File: src/fds_pkg.sv
// package for the fifo sizing and synthesis command interpreter
// assumes 16-bit command words arriving over a 32-bit apb slave, low half used
package fds_pkg;
    // command codes seen in the first word of a command
    localparam logic [15:0] FDS_CMD_DEPTH     = 16'h0003;
    localparam logic [15:0] FDS_CMD_SYNTH     = 16'h0012;

    // fifo sizing argument word
    localparam int          FDS_SEL_MSB       = 2;
    localparam int          FDS_SEL_LSB       = 0;
    localparam logic [2:0]  FDS_SEL_DEFAULT   = 3'h0;
    localparam logic [2:0]  FDS_SEL_MAX       = 3'h4;

    // waveform ram geometry, fifo region always ends at the top word
    localparam int          FDS_RAM_AW        = 10;
    localparam logic [9:0]  FDS_RAM_LAST      = 10'h3ff;
    localparam logic [9:0]  FDS_BASE_SEL0     = 10'h000;
    localparam logic [9:0]  FDS_BASE_SEL1     = 10'h200;
    localparam logic [9:0]  FDS_BASE_SEL2     = 10'h300;
    localparam logic [9:0]  FDS_BASE_SEL3     = 10'h380;
    localparam logic [9:0]  FDS_BASE_SEL4     = 10'h3c0;

    // synthesis argument word
    localparam int          FDS_END_MSB       = 15;
    localparam int          FDS_END_LSB       = 12;
    localparam int          FDS_START_MSB     = 11;
    localparam int          FDS_START_LSB     = 8;
    localparam int          FDS_OFFSET_BIT    = 4;
    localparam int          FDS_STOP_BIT      = 3;
    localparam int          FDS_NXTWAVE_BIT   = 2;
    localparam int          FDS_NXTSLICE_BIT  = 1;
    localparam int          FDS_REPEAT_BIT    = 0;

    // playback source codes
    localparam logic [1:0]  FDS_SRC_RAM_PLAY  = 2'h2;
    localparam logic [1:0]  FDS_SRC_TBL_SYNTH = 2'h3;

    // register byte offsets
    localparam int          FDS_AW            = 12;
    localparam logic [11:0] FDS_REG_CMD       = 12'h000;
    localparam logic [11:0] FDS_REG_CTRL      = 12'h004;
    localparam logic [11:0] FDS_REG_STATUS    = 12'h008;
    localparam logic [11:0] FDS_REG_SYNTH     = 12'h00c;

    // control register fields
    localparam int          FDS_CTRL_SRC_MSB  = 1;
    localparam int          FDS_CTRL_SRC_LSB  = 0;
    localparam int          FDS_CTRL_DRIVE    = 2;

    // status register fields
    localparam int          FDS_ST_SEL_LSB    = 0;
    localparam int          FDS_ST_BASE_LSB   = 4;
    localparam int          FDS_ST_SEQERR     = 16;
    localparam int          FDS_ST_UNKERR     = 17;
    localparam int          FDS_ST_BUSY       = 18;

    // command word fifo
    localparam int          FDS_WORD_W        = 16;
    localparam int          FDS_FIFO_D        = 16;

    typedef enum logic [1:0] {
        FDS_IDLE,
        FDS_DEPTH_ARG,
        FDS_SYNTH_ARG,
        FDS_SYNTH_OUT
    } fds_state_t;
endpackage

File: src/fds_cmd.sv
// fifo sizing and ram synthesis command interpreter with apb register access
// assumes apb master on pclk; command words queue in a fifo before decoding
// Summary of operation
// - code 0x0003 starts fifo sizing; next word bits [2:0] select size
// - after reset the whole 1024-word ram is fifo, selection zero
// - fifo ends at 0x3ff; begins 0x000/0x200/0x300/0x380/0x3c0 for selections 0..4
// - ram below the fifo region is kept out of fifo use
// - code 0x0012 starts ram synthesis, followed by one parameter word
// - parameter word: last wave in top nibble, first wave in next nibble
// - low five bits: relative offset, stop, next wave, next slice, repeat
// - source value 3 is table synthesis, value 2 stored playback
// - commands arrive as code word then parameter words to the entry register
`timescale 1ns/1ps
module fds_cmd
    import fds_pkg::*;
(
    input  wire logic              pclk,
    input  wire logic              presetn,
    input  wire logic              pce,
    input  wire logic              psel,
    input  wire logic              penable,
    input  wire logic              pwrite,
    input  wire logic [FDS_AW-1:0] paddr,
    input  wire logic [31:0]       pwdata,
    input  wire logic [3:0]        pstrb,
    output logic [31:0]            prdata,
    output logic                   pready,
    output logic                   pslverr,
    output logic [1:0]             playback_source_select,
    output logic                   drive_enable,
    output logic [2:0]             fifo_size_sel,
    output logic [9:0]             fifo_begin_addr,
    output logic [9:0]             fifo_end_addr,
    input  wire logic [9:0]        probe_addr,
    output logic                   probe_in_fifo,
    output logic                   synth_valid,
    input  wire logic              synth_ready,
    output logic [3:0]             synth_end_wave,
    output logic [3:0]             synth_start_wave,
    output logic                   relative_offset_flag,
    output logic                   stop_flag,
    output logic                   advance_wave_flag,
    output logic                   advance_slice_flag,
    output logic                   repeat_flag
);
    typedef struct packed {
        fds_state_t        st;
        logic [2:0]        sel;
        logic [9:0]        base;
        logic [1:0]        src;
        logic              drive;
        logic [15:0]       synth_word;
        logic              synth_v;
        logic              seq_err;
        logic              unk_err;
        logic              probe_hit;
        logic [31:0]       rdata;
    } fds_cmd_st_t;

    fds_cmd_st_t                r;
    fds_cmd_st_t                n;
    logic                       setup;
    logic                       access;
    logic                       hit_cmd;
    logic                       hit_ctrl;
    logic                       hit_status;
    logic                       hit_synth;
    logic                       mapped;
    logic                       push_valid;
    logic                       push_ready;
    logic                       word_valid;
    logic                       word_ready;
    logic [FDS_WORD_W-1:0]      word;
    logic                       pop;
    logic                       wr_ctrl;
    logic                       wr_status;
    logic                       src_ok;
    logic [9:0]                 base_lut;
    logic [31:0]                status_word;

    assign setup      = psel & ~penable;
    assign access     = psel & penable;
    assign hit_cmd    = (paddr == FDS_REG_CMD);
    assign hit_ctrl   = (paddr == FDS_REG_CTRL);
    assign hit_status = (paddr == FDS_REG_STATUS);
    assign hit_synth  = (paddr == FDS_REG_SYNTH);
    assign mapped     = hit_cmd | hit_ctrl | hit_status | hit_synth;

    // each write to the entry register queues one command word, in order
    assign push_valid = access & pwrite & hit_cmd;
    // a full queue stretches the access phase instead of dropping a word
    assign pready     = push_valid ? push_ready : 1'b1;
    assign pslverr    = access & ~mapped;
    assign prdata     = r.rdata;
    assign wr_ctrl    = access & pwrite & hit_ctrl & pstrb[0];
    assign wr_status  = access & pwrite & hit_status & pstrb[2];

    fds_fifo #(
        .W (FDS_WORD_W),
        .D (FDS_FIFO_D)
    ) u_fifo (
        .clk       (pclk),
        .rst_n     (presetn),
        .ce        (pce),
        .in_valid  (push_valid),
        .in_ready  (push_ready),
        .in_data   (pwdata[FDS_WORD_W-1:0]),
        .out_valid (word_valid),
        .out_ready (word_ready),
        .out_data  (word)
    );

    // decoding stalls while a synthesis request waits for the engine
    assign word_ready = (r.st != FDS_SYNTH_OUT);
    assign pop        = word_valid & word_ready;

    // sizing is only legal with a ram based source and the drive off
    assign src_ok = ((r.src == FDS_SRC_RAM_PLAY) | (r.src == FDS_SRC_TBL_SYNTH)) & ~r.drive;

    // region start per selection; the top address is fixed
    always_comb begin
        case (word[FDS_SEL_MSB:FDS_SEL_LSB])
            3'h0:    base_lut = FDS_BASE_SEL0;
            3'h1:    base_lut = FDS_BASE_SEL1;
            3'h2:    base_lut = FDS_BASE_SEL2;
            3'h3:    base_lut = FDS_BASE_SEL3;
            3'h4:    base_lut = FDS_BASE_SEL4;
            default: base_lut = r.base;
        endcase
    end

    always_comb begin
        status_word = '0;
        status_word[FDS_ST_SEL_LSB +: 3]   = r.sel;
        status_word[FDS_ST_BASE_LSB +: 10] = r.base;
        status_word[FDS_ST_SEQERR]         = r.seq_err;
        status_word[FDS_ST_UNKERR]         = r.unk_err;
        status_word[FDS_ST_BUSY]           = word_valid | (r.st != FDS_IDLE);
    end

    always_comb begin
        n = r;
        // read data is caught in the setup phase so it is a flop in the access phase
        if (setup && !pwrite) begin
            n.rdata = '0;
            if (hit_ctrl) begin
                n.rdata[FDS_CTRL_SRC_MSB:FDS_CTRL_SRC_LSB] = r.src;
                n.rdata[FDS_CTRL_DRIVE]                    = r.drive;
            end else if (hit_status) begin
                n.rdata = status_word;
            end else if (hit_synth) begin
                n.rdata[FDS_WORD_W-1:0] = r.synth_word;
            end
        end
        if (wr_ctrl) begin
            n.src   = pwdata[FDS_CTRL_SRC_MSB:FDS_CTRL_SRC_LSB];
            n.drive = pwdata[FDS_CTRL_DRIVE];
        end
        // write one to clear; a new error in the same cycle is set below and wins
        if (wr_status) begin
            if (pwdata[FDS_ST_SEQERR]) begin
                n.seq_err = 1'b0;
            end
            if (pwdata[FDS_ST_UNKERR]) begin
                n.unk_err = 1'b0;
            end
        end
        case (r.st)
            FDS_IDLE: begin
                if (pop) begin
                    if (word == FDS_CMD_DEPTH) begin
                        n.st = FDS_DEPTH_ARG;
                    end else if (word == FDS_CMD_SYNTH) begin
                        n.st = FDS_SYNTH_ARG;
                    end else begin
                        n.unk_err = 1'b1;
                    end
                end
            end
            FDS_DEPTH_ARG: begin
                if (pop) begin
                    n.st = FDS_IDLE;
                    // out of range selections leave the region as it was
                    if (word[FDS_SEL_MSB:FDS_SEL_LSB] <= FDS_SEL_MAX) begin
                        n.sel  = word[FDS_SEL_MSB:FDS_SEL_LSB];
                        n.base = base_lut;
                    end
                    // the region is still applied; software sees the misuse in status
                    if (!src_ok) begin
                        n.seq_err = 1'b1;
                    end
                end
            end
            FDS_SYNTH_ARG: begin
                if (pop) begin
                    n.synth_word = word;
                    n.synth_v    = 1'b1;
                    n.st         = FDS_SYNTH_OUT;
                end
            end
            FDS_SYNTH_OUT: begin
                if (synth_ready) begin
                    n.synth_v = 1'b0;
                    n.st      = FDS_IDLE;
                end
            end
            default: begin
                n.st = FDS_IDLE;
            end
        endcase
        // fifo spans base up to the top word; everything lower is kept out
        n.probe_hit = (probe_addr >= r.base);
    end

    // zero reset gives selection 0 and base 0x000: the full ram is fifo
    always_ff @(posedge pclk or negedge presetn) begin
        if (!presetn) begin
            r <= '0;
        end else if (pce) begin
            r <= n;
        end
    end

    assign playback_source_select = r.src;
    assign drive_enable           = r.drive;
    assign fifo_size_sel          = r.sel;
    assign fifo_begin_addr        = r.base;
    assign fifo_end_addr          = FDS_RAM_LAST;
    assign probe_in_fifo          = r.probe_hit;
    assign synth_valid            = r.synth_v;
    assign synth_end_wave         = r.synth_word[FDS_END_MSB:FDS_END_LSB];
    assign synth_start_wave       = r.synth_word[FDS_START_MSB:FDS_START_LSB];
    assign relative_offset_flag   = r.synth_word[FDS_OFFSET_BIT];
    assign stop_flag              = r.synth_word[FDS_STOP_BIT];
    assign advance_wave_flag      = r.synth_word[FDS_NXTWAVE_BIT];
    assign advance_slice_flag     = r.synth_word[FDS_NXTSLICE_BIT];
    assign repeat_flag            = r.synth_word[FDS_REPEAT_BIT];

    depth_code_a: assert property (@(posedge pclk) disable iff (!presetn)
        pce && r.st == FDS_IDLE && pop && word == FDS_CMD_DEPTH |=> r.st == FDS_DEPTH_ARG)
        else $error("sizing code not decoded");

    synth_code_a: assert property (@(posedge pclk) disable iff (!presetn)
        pce && r.st == FDS_IDLE && pop && word == FDS_CMD_SYNTH |=> r.st == FDS_SYNTH_ARG)
        else $error("synthesis code not decoded");

    base_table_a: assert property (@(posedge pclk) disable iff (!presetn)
        (r.sel == 3'h0 && r.base == FDS_BASE_SEL0) || (r.sel == 3'h1 && r.base == FDS_BASE_SEL1)
        || (r.sel == 3'h2 && r.base == FDS_BASE_SEL2) || (r.sel == 3'h3 && r.base == FDS_BASE_SEL3)
        || (r.sel == 3'h4 && r.base == FDS_BASE_SEL4))
        else $error("fifo begin address does not match selection");

    size_apply_a: assert property (@(posedge pclk) disable iff (!presetn)
        pce && r.st == FDS_DEPTH_ARG && pop && word[FDS_SEL_MSB:FDS_SEL_LSB] <= FDS_SEL_MAX
        |=> fifo_size_sel == $past(word[FDS_SEL_MSB:FDS_SEL_LSB]))
        else $error("size selection not applied");

    bad_size_a: assert property (@(posedge pclk) disable iff (!presetn)
        pce && r.st == FDS_DEPTH_ARG && pop && word[FDS_SEL_MSB:FDS_SEL_LSB] > FDS_SEL_MAX
        |=> $stable(fifo_size_sel) && $stable(fifo_begin_addr))
        else $error("illegal size selection changed the region");

    synth_fields_a: assert property (@(posedge pclk) disable iff (!presetn)
        pce && r.st == FDS_SYNTH_ARG && pop |=> synth_valid
        && synth_end_wave == $past(word[FDS_END_MSB:FDS_END_LSB])
        && synth_start_wave == $past(word[FDS_START_MSB:FDS_START_LSB])
        && repeat_flag == $past(word[FDS_REPEAT_BIT]))
        else $error("synthesis fields wrong");

    synth_hold_a: assert property (@(posedge pclk) disable iff (!presetn)
        synth_valid && !synth_ready |=> synth_valid && $stable(stop_flag)
        && $stable(relative_offset_flag))
        else $error("synthesis request dropped before taken");

    probe_region_a: assert property (@(posedge pclk) disable iff (!presetn)
        pce |=> probe_in_fifo == ($past(probe_addr) >= $past(r.base)))
        else $error("region membership wrong");

    full_stall_a: assert property (@(posedge pclk) disable iff (!presetn)
        push_valid && !push_ready |-> !pready)
        else $error("entry write completed while queue full");

    seq_check_a: assert property (@(posedge pclk) disable iff (!presetn)
        pce && r.st == FDS_DEPTH_ARG && pop && r.drive |=> r.seq_err)
        else $error("sizing with drive on not flagged");

    unk_code_a: assert property (@(posedge pclk) disable iff (!presetn)
        pce && r.st == FDS_IDLE && pop && word != FDS_CMD_DEPTH && word != FDS_CMD_SYNTH
        |=> r.unk_err)
        else $error("unknown command word not flagged");

    synth_release_a: assert property (@(posedge pclk) disable iff (!presetn)
        pce && synth_valid && synth_ready |=> !synth_valid)
        else $error("synthesis request not released");

    src_write_a: assert property (@(posedge pclk) disable iff (!presetn)
        pce && wr_ctrl
        |=> playback_source_select == $past(pwdata[FDS_CTRL_SRC_MSB:FDS_CTRL_SRC_LSB]))
        else $error("source select write not applied");

    flag_fields_a: assert property (@(posedge pclk) disable iff (!presetn)
        pce && r.st == FDS_SYNTH_ARG && pop
        |=> {relative_offset_flag, stop_flag, advance_wave_flag, advance_slice_flag, repeat_flag}
        == $past(word[FDS_OFFSET_BIT:FDS_REPEAT_BIT]))
        else $error("synthesis control flags wrong");

    // a clear racing a new misuse must lose, so the clear is only checked without one
    seq_clear_a: assert property (@(posedge pclk) disable iff (!presetn)
        pce && wr_status && pwdata[FDS_ST_SEQERR] && !(r.st == FDS_DEPTH_ARG && pop)
        |=> !r.seq_err)
        else $error("sequence error not cleared");
endmodule

File: src/fds_fifo.sv
// command word fifo with a registered head word
// assumes one clock, synchronous inputs, and a drain side that may stall
`timescale 1ns/1ps
module fds_fifo
    import fds_pkg::*;
#(
    parameter int W = 16,
    parameter int D = 16
) (
    input  wire logic         clk,
    input  wire logic         rst_n,
    input  wire logic         ce,
    input  wire logic         in_valid,
    output logic              in_ready,
    input  wire logic [W-1:0] in_data,
    output logic              out_valid,
    input  wire logic         out_ready,
    output logic [W-1:0]      out_data
);
    localparam int AW = $clog2(D);
    localparam logic [AW:0] DEPTH = (AW+1)'(D);

    typedef struct packed {
        logic [D-1:0][W-1:0] mem;
        logic [AW-1:0]       wp;
        logic [AW-1:0]       rp;
        logic [AW:0]         cnt;
        logic [W-1:0]        head;
        logic                head_v;
    } fds_fifo_st_t;

    fds_fifo_st_t r, n;
    logic         push;
    logic         load;

    // full is judged on the memory alone; a pop in the same cycle does not free room early
    assign in_ready  = (r.cnt != DEPTH);
    assign push      = in_valid & in_ready;
    assign load      = (r.cnt != '0) & (~r.head_v | out_ready);
    assign out_valid = r.head_v;
    assign out_data  = r.head;

    always_comb begin
        n = r;
        if (push) begin
            n.mem[r.wp] = in_data;
            n.wp        = r.wp + 1'b1;
        end
        if (load) begin
            n.head   = r.mem[r.rp];
            n.rp     = r.rp + 1'b1;
            n.head_v = 1'b1;
        end else if (out_ready) begin
            n.head_v = 1'b0;
        end
        n.cnt = r.cnt + {{AW{1'b0}}, push} - {{AW{1'b0}}, load};
    end

    always_ff @(posedge clk or negedge rst_n) begin
        if (!rst_n) begin
            r <= '0;
        end else if (ce) begin
            r <= n;
        end
    end

    fifo_bound_a: assert property (@(posedge clk) disable iff (!rst_n)
        r.cnt <= DEPTH)
        else $error("fifo count above depth");

    head_hold_a: assert property (@(posedge clk) disable iff (!rst_n)
        ce && out_valid && !out_ready |=> out_valid && $stable(out_data))
        else $error("fifo head lost before it was taken");
endmodule

File: config.mk
export PLATFORM = sky130hd
export DESIGN_NAME = fds_cmd
export DESIGN_NICKNAME = d
export VERILOG_FILES = /design/src/fds_pkg.sv /design/src/fds_cmd.sv /design/src/fds_fifo.sv
export SDC_FILE = /design/constraint.sdc
export NUM_CORES = 1
export LEC_CHECK = 0
export BUFFER_PORTS_ARGS = -buffer_cell sky130_fd_sc_hd__buf_2
export CORE_ASPECT_RATIO = 0.5
export CORE_MARGIN = 3
export CORE_UTILIZATION = 45
export CTS_BUF_LIST = sky130_fd_sc_hd__clkbuf_2 sky130_fd_sc_hd__clkbuf_4 sky130_fd_sc_hd__clkbuf_8
export CTS_CLUSTER_DIAMETER = 150
export DETAILED_ROUTE_END_ITERATION = 10
export PLACE_DENSITY = 0.68
export REMOVE_ABC_BUFFERS = 1
export SLEW_MARGIN = 15
export SYNTH_ARGS = -nofsm -noshare
export SYNTH_HDL_FRONTEND = slang
export SYNTH_SLANG_ARGS = --single-unit
File: constraint.sdc
create_clock -name pclk -period 2.5 [get_ports pclk]
set_clock_uncertainty 0.2 [all_clocks]
set_input_delay 0.5 -clock pclk [delete_from_list [all_inputs] [get_ports pclk]]
set_output_delay 0.5 -clock pclk [all_outputs]
set_load 0.05 [all_outputs]
* After elaboration in Yosys (flattened, before gate mapping)
Cells that the tools add are included.
** Word-level totals
- Word-level logic and storage cells :: 141
- Input port bits :: 65
- Output and inout port bits :: 75
- Bits in registers :: 356
** Cells by class
- Bitwise logic cells :: 23
- Equal/unequal tests :: 21
- Reduce and logical (&&, ||, !) cells :: 21
- Order comparisons :: 5
- Add/sub/neg operators :: 4
- Muxes and demuxes :: 35
** Operators with widths (count)
- $bwmux W256 :: 1
- $bmux W16 S4 :: 1
- $demux W16 S4 :: 1
- $mux W16 :: 4
- $pmux W10 S5 :: 1
- $mux W29 :: 1
- $eq A12 B4 Y1 const B :: 2
- $eq A16 B2 Y1 const B :: 1
- $eq A16 B5 Y1 const B :: 1
- $mux W15 :: 1
- $mux W1 :: 14
- $and A1 B1 Y1 :: 13
- $mux W13 :: 1
- $eq A12 B3 Y1 const B :: 1
- $logic_not A12 Y1 :: 1
- $mux W2 :: 6
- $ge A10 B10 Y1 :: 1
- $lt A4 B5 Y1 const B :: 2
- $ne A2 B2 Y1 const B :: 5
- $reduce_and A2 Y1 :: 5
- $reduce_bool A5 Y1 :: 2
- $add A4 B1 Y4 const B :: 2
- $eq A2 B2 Y1 const B :: 4
- $pmux W2 S4 :: 1
- other kinds (23) :: 37

* Depth between registers and ports, before layout
- Depth in word-level cells :: 9
- Depth in mapped cells :: 14
- Depth with buffers taken out :: 14

* By module
Synthesis repeated with hierarchy kept, for this count alone.
** Second synthesis, totals
- Cells, all modules :: 1106
- Area total of the unflattened synthesis :: 16226.8 um^2
** By module, submodules not included
- fds_fifo :: area an instance 13276.5 um^2, cells each 833, seq. area each 7156.9 um^2, instances 1
- fds_cmd :: area an instance 2950.3 um^2, cells each 273, seq. area each 1276.2 um^2, instances 1

* Worst setup path before layout
OpenSTA, ideal clock, no wires.
- Path kind :: reg-to-reg
- Start point :: reg u_fifo.r[19] (netlist name)
- End point :: reg u_fifo.r[21] (netlist name)
- Required time :: 2.221 ns
- Setup time :: 0.079 ns
- Slack :: -0.246 ns
- Arrival time :: 2.467 ns
- Path buffers :: 0
- Cell stages (with the launch flop) :: 15
- Period minus slack after synthesis :: 2.746 ns
- Cells stage by stage :: dfrtp_1 inv_1 ha_1 nor4b_1 nor3_1 inv_1 nand2_1 ha_1 inv_1 fa_1 nand2b_1 a21oi_1 or3_1 a21oi_1 xor2_1
** Between the ends
- Cells in the longest elaborated chain, start to end :: 4
- Elaborated cells between the ends (all ways) :: 6
- Those cells by class :: 2 x add/sub; 1 x eq/ne; 2 x bitwise; 1 x reduce/logical
** RTL lines
- from (decl) :: RTL line fds_fifo.sv:32 : fds_fifo_st_t r, n;
- from (signal assigned) :: RTL line fds_fifo.sv:63 : r <= n;
- $ne A5 B5 Y1 :: RTL line fds_fifo.sv:37 : assign in_ready = (r.cnt != DEPTH);
- $and A1 B1 Y1 :: RTL line fds_fifo.sv:38 : assign push = in_valid & in_ready;
- $add A5 B1 Y5 :: RTL line fds_fifo.sv:56 : n.cnt = r.cnt + {{AW{1'b0}}, push} - {{AW{1'b0}}, load};
- $sub A5 B1 Y5 (*) :: RTL line fds_fifo.sv:56
Mark *: on every way between the ends. The rest lies on a longest branch, timed or not.
A chain may end at the register's enable or synchronous reset.

* Worst setup path in the final report
Same ends and word-level chain as after synthesis.

==> results.py <==
metrics = {
    "global_routing": {
        "grt_pass1_vias": 10300,
        "grt_pass1_wl_um": 58900,
        "antenna_found_initial": 2,
        "grt_max_degree": 67,
        "grt_usage_pct": 19.7,
        "overflow": 0,
    },
    "clocking": {
        "cts.sinks": 337,
        "cts_tree": "yes",
        "cts_buffers": 50,
        "clock_path_buffers": 3,
        "cts_max_level": 2,
        "root_buffer": "clkbuf_8",
        "clk-insertion-delay-late_ps": 590,
        "clk_pin_slew_ps": 50,
    },
    "sta": {
        "fin_tns_setup_ps": -224,
        "fin_crit_sh_pct": 105,
        "holdWs_ps": 75.5,
        "fin_crit_ps": 2630,
        "setup_ws_ps": -125,
        "report.final.hold_viol_count": 0,
        "finalMaxSlewViolations": 0,
        "rsz0062_at_grt": "yes",
        "worst_pin_slew_ps": 755,
        "setup_viol": 3,
        "max_slew_margin_pct": 49.5,
        "max_freq_ghz": 0.381,
    },
    "route": {
        "vias": 9622,
        "via_per_inst": 5.56,
        "drc": 0,
        "drtIter0Drc": 592,
        "final_antenna_net_count": 0,
        "post_drt_wl_per_cell_um": 21.4,
        "drt-total-wl_um": 37000,
        "first_pass_iters": 4,
    },
    "placed_design": {
        "placed_cells": 1640,
        "port_buffers": 94,
        "dpl-instance-area_um2": 17300,
        "place.gp.congestion": 0.810,
        "dp.final_hpwl_um": 24400,
    },
    "power_and_ir_drop": {
        "power.density_nw_per_um2": 742,
        "p_total_mw": 13.7,
        "max-vdd-ir-drop_uv": 418,
        "p_leak_nw": 9.22,
    },
    "setup_path": {
        "crit_start": "u_fifo.r[19]",
        "critPathCaptureType": "flip-flop",
        "endpoint": "u_fifo.r[21]",
        "crit_path_max_fanout": 2,
        "startpoint_type": "flip-flop",
        "required_ps": 2800,
        "worstPathArrival_ps": 2920,
        "r2r_end": "u_fifo.r[21]",
        "r2r_cells": 14,
        "crit_type": "reg -> reg",
        "regToRegSetupSlack_ps": -130,
        "r2r-start": "u_fifo.r[19]",
    },
    "floorplanning": {
        "die_y_um": 140,
        "initial_core_util_pct": 46.2,
        "num_rows": 48,
        "io_pins": 140,
        "die_w_um": 273,
        "core_um2": 34800,
        "die_area_um2": 38200,
    },
    "cells_and_area": {
        "stdcell_count": 1730,
        "multiInputGateArea_um2": 6840,
        "antenna_cells": 0,
        "drive_gt1_share_pct": 52.9,
        "fillers": 2856,
        "fin_nets": 1308,
        "synthToLayoutAreaGrowth_pct": 14.6,
        "regArea_um2": 8440,
        "finalInstanceArea_um2": 18400,
    },
    "synth": {
        "synth_top_family_by_area": "multiplexers",
        "synth-seq-cells": 337,
        "synth_cells": 1102,
        "ys_types": 53,
        "avgSynthCellArea_um2": 14.6,
        "ys_seq_area_share_pct": 52.5,
        "synth_edf_count": 0,
        "yosysWarningCount": 0,
        "synthArstFlopShare_pct": 100,
        "synthSimpleGateAreaFrac_pct": 4.89,
        "synthAdderAreaFrac_pct": 1.21,
        "synth_compound_area_share_pct": 3.91,
        "synthFlopType": "dfrtp_1",
        "synth-xor-area-share_pct": 0.490,
        "syn_area_um2": 16100,
        "synth.area.mux_share_pct": 30.8,
    },
    "run_status": {
        "violations": "setup timing",
        "status": "complete, but fails checks",
    },
    "hold_path": {
        "hold_class": "in -> reg",
    },
    "run": {
        "drv_cap": 0,
    },
}
-- stage by stage --
stage | worst slack, ps | utilization [%]
after detailed placement | -427 | 49.7
after CTS | -119 | 52.8
after global placement | -357 | 49.7
after global routing | -278 | 52.9
after floorplan | -1570 | -
final | -125 | 52.9
-- synthesized netlist by cell type (7+ instances only) --
| library cell | n | share of area (%) |
|---|---|---|
| a21oi_1 | 26 | 0.81 |
| a22o_1 | 9 | 0.49 |
| buf_1 | 7 | 0.16 |
| buf_2 | 11 | 0.34 |
| buf_4 | 66 | 3.1 |
| buf_6 | 16 | 1.1 |
| clkbuf_1 | 41 | 0.96 |
| dfrtp_1 | 337 | 52 |
| ha_1 | 14 | 1.1 |
| inv_1 | 16 | 0.37 |
| mux2_2 | 263 | 18 |
| mux2_4 | 30 | 2.8 |
| mux2i_1 | 9 | 0.56 |
| mux4_2 | 64 | 9.0 |
| nand2_1 | 31 | 0.72 |
| nand3_1 | 10 | 0.31 |
| nand3_4 | 12 | 1.3 |
| nor2_1 | 15 | 0.35 |
| o21ai_0 | 24 | 0.75 |
| o22ai_1 | 32 | 1.2 |
-- repair_timing --
item / in CTS / in global routing
setup endpoints to repair: 2 / 3
pin swaps: 6 / 8
gates resized for setup: 18 / 4
hold buffers: 2 / 0
buffers inserted: 8 / 1
cloned: 0 / 0
hold endpoints to repair: 44 / 0
-- flip-flops by register name, indices dropped and copies added, names as in the netlist, 2 cells and up --
| name | count |
|---|---|
| u_fifo.r | 269 |
| fifo_begin_addr | 4 |
| prdata | 19 |
| playback_source_select | 2 |
| fifo_size_sel | 3 |
| synth_start_wave | 4 |
| r | 7 |
| u_fifo.out_data | 16 |
| synth_end_wave | 4 |
-- how the worst min path moves through the flow --
stage | startpoint | endpoint | depth (start not counted)
2_1_floorplan | presetn | advance_slice_flag | 0
3_3_place_gp | presetn | prdata[8] | 1
3_5_place_dp | presetn | prdata[9] | 1
4_1_cts | pwdata[17] | r[33] | 4
5_1_grt | pstrb[2] | r[33] | 4
6_report | pwdata[17] | r[33] | 4
-- worst max-delay path: stages (launching register included) --
cell and delay, ps:
dfrtp_1 400, inv_2 90, ha_4 130, nor4b_4 240, nor3_2 100, inv_1 80, nand2_1 50, ha_2 170
inv_2 50, fa_2 180, nand2b_4 130, a21oi_2 60, or3_4 320, a21oi_2 150, xor2_1 170
-- metal layers --
layer	GRT usage, %	part of all wire [%]	up-vias
li1	-	-	4215
met1	27.3	45	5102
met2	32.2	48	248
met3	4.24	5.8	53
met4	4.12	1.4	4
met5	0	0.057	-
-- cell usage in the layout (no fill, tap or decap), types with 4 or more instances in the layout --
master	count
inv_2	4
a21oi_1	23
clkbuf_8	57
mux2_4	30
nand2_1	31
nand3_4	12
buf_12	27
mux2i_1	9
o22ai_1	32
a31oi_1	4
conb_1	29
buf_4	66
o21ai_0	23
nand3_1	10
nor2_1	14
nand4_1	4
a22o_1	9
dfrtp_1	335
ha_1	11
o31ai_1	4
clkbuf_4	18
nor4_1	4
mux4_2	64
buf_2	92
xnor2_1	6
inv_1	13
mux2_2	263
-- cells by family (layout without fill, tap and decap cells) --
family,count (synthesis),count (layout)
and+or+nand+nor,109,109
adders and majority gates,15,15
buffers and inverters,159,285
other,2,29
muxes,367,367
xor gates and xnor gates,9,9
AOI/OAI and AO/OA,104,104
DFF,337,337
-- final cells by class --
class	instances	area share [%]
inverters	17	0.346
clock buffers	75	4.99
multi-input cells	633	37.1
well taps	475	3.22
clock inverters	4	0.156
repair buffers	189	8.37
flip-flops and latches	337	45.8
-- power by group --
part / total [mW] / switching (mW) / internal [mW]
clock: 4.37 / 2.05 / 2.32
sequential: 6.04 / 0.342 / 5.70
combinational: 3.25 / 1.91 / 1.34
total: 13.7 / 4.30 / 9.36
(Power assumes the default switching activity.)
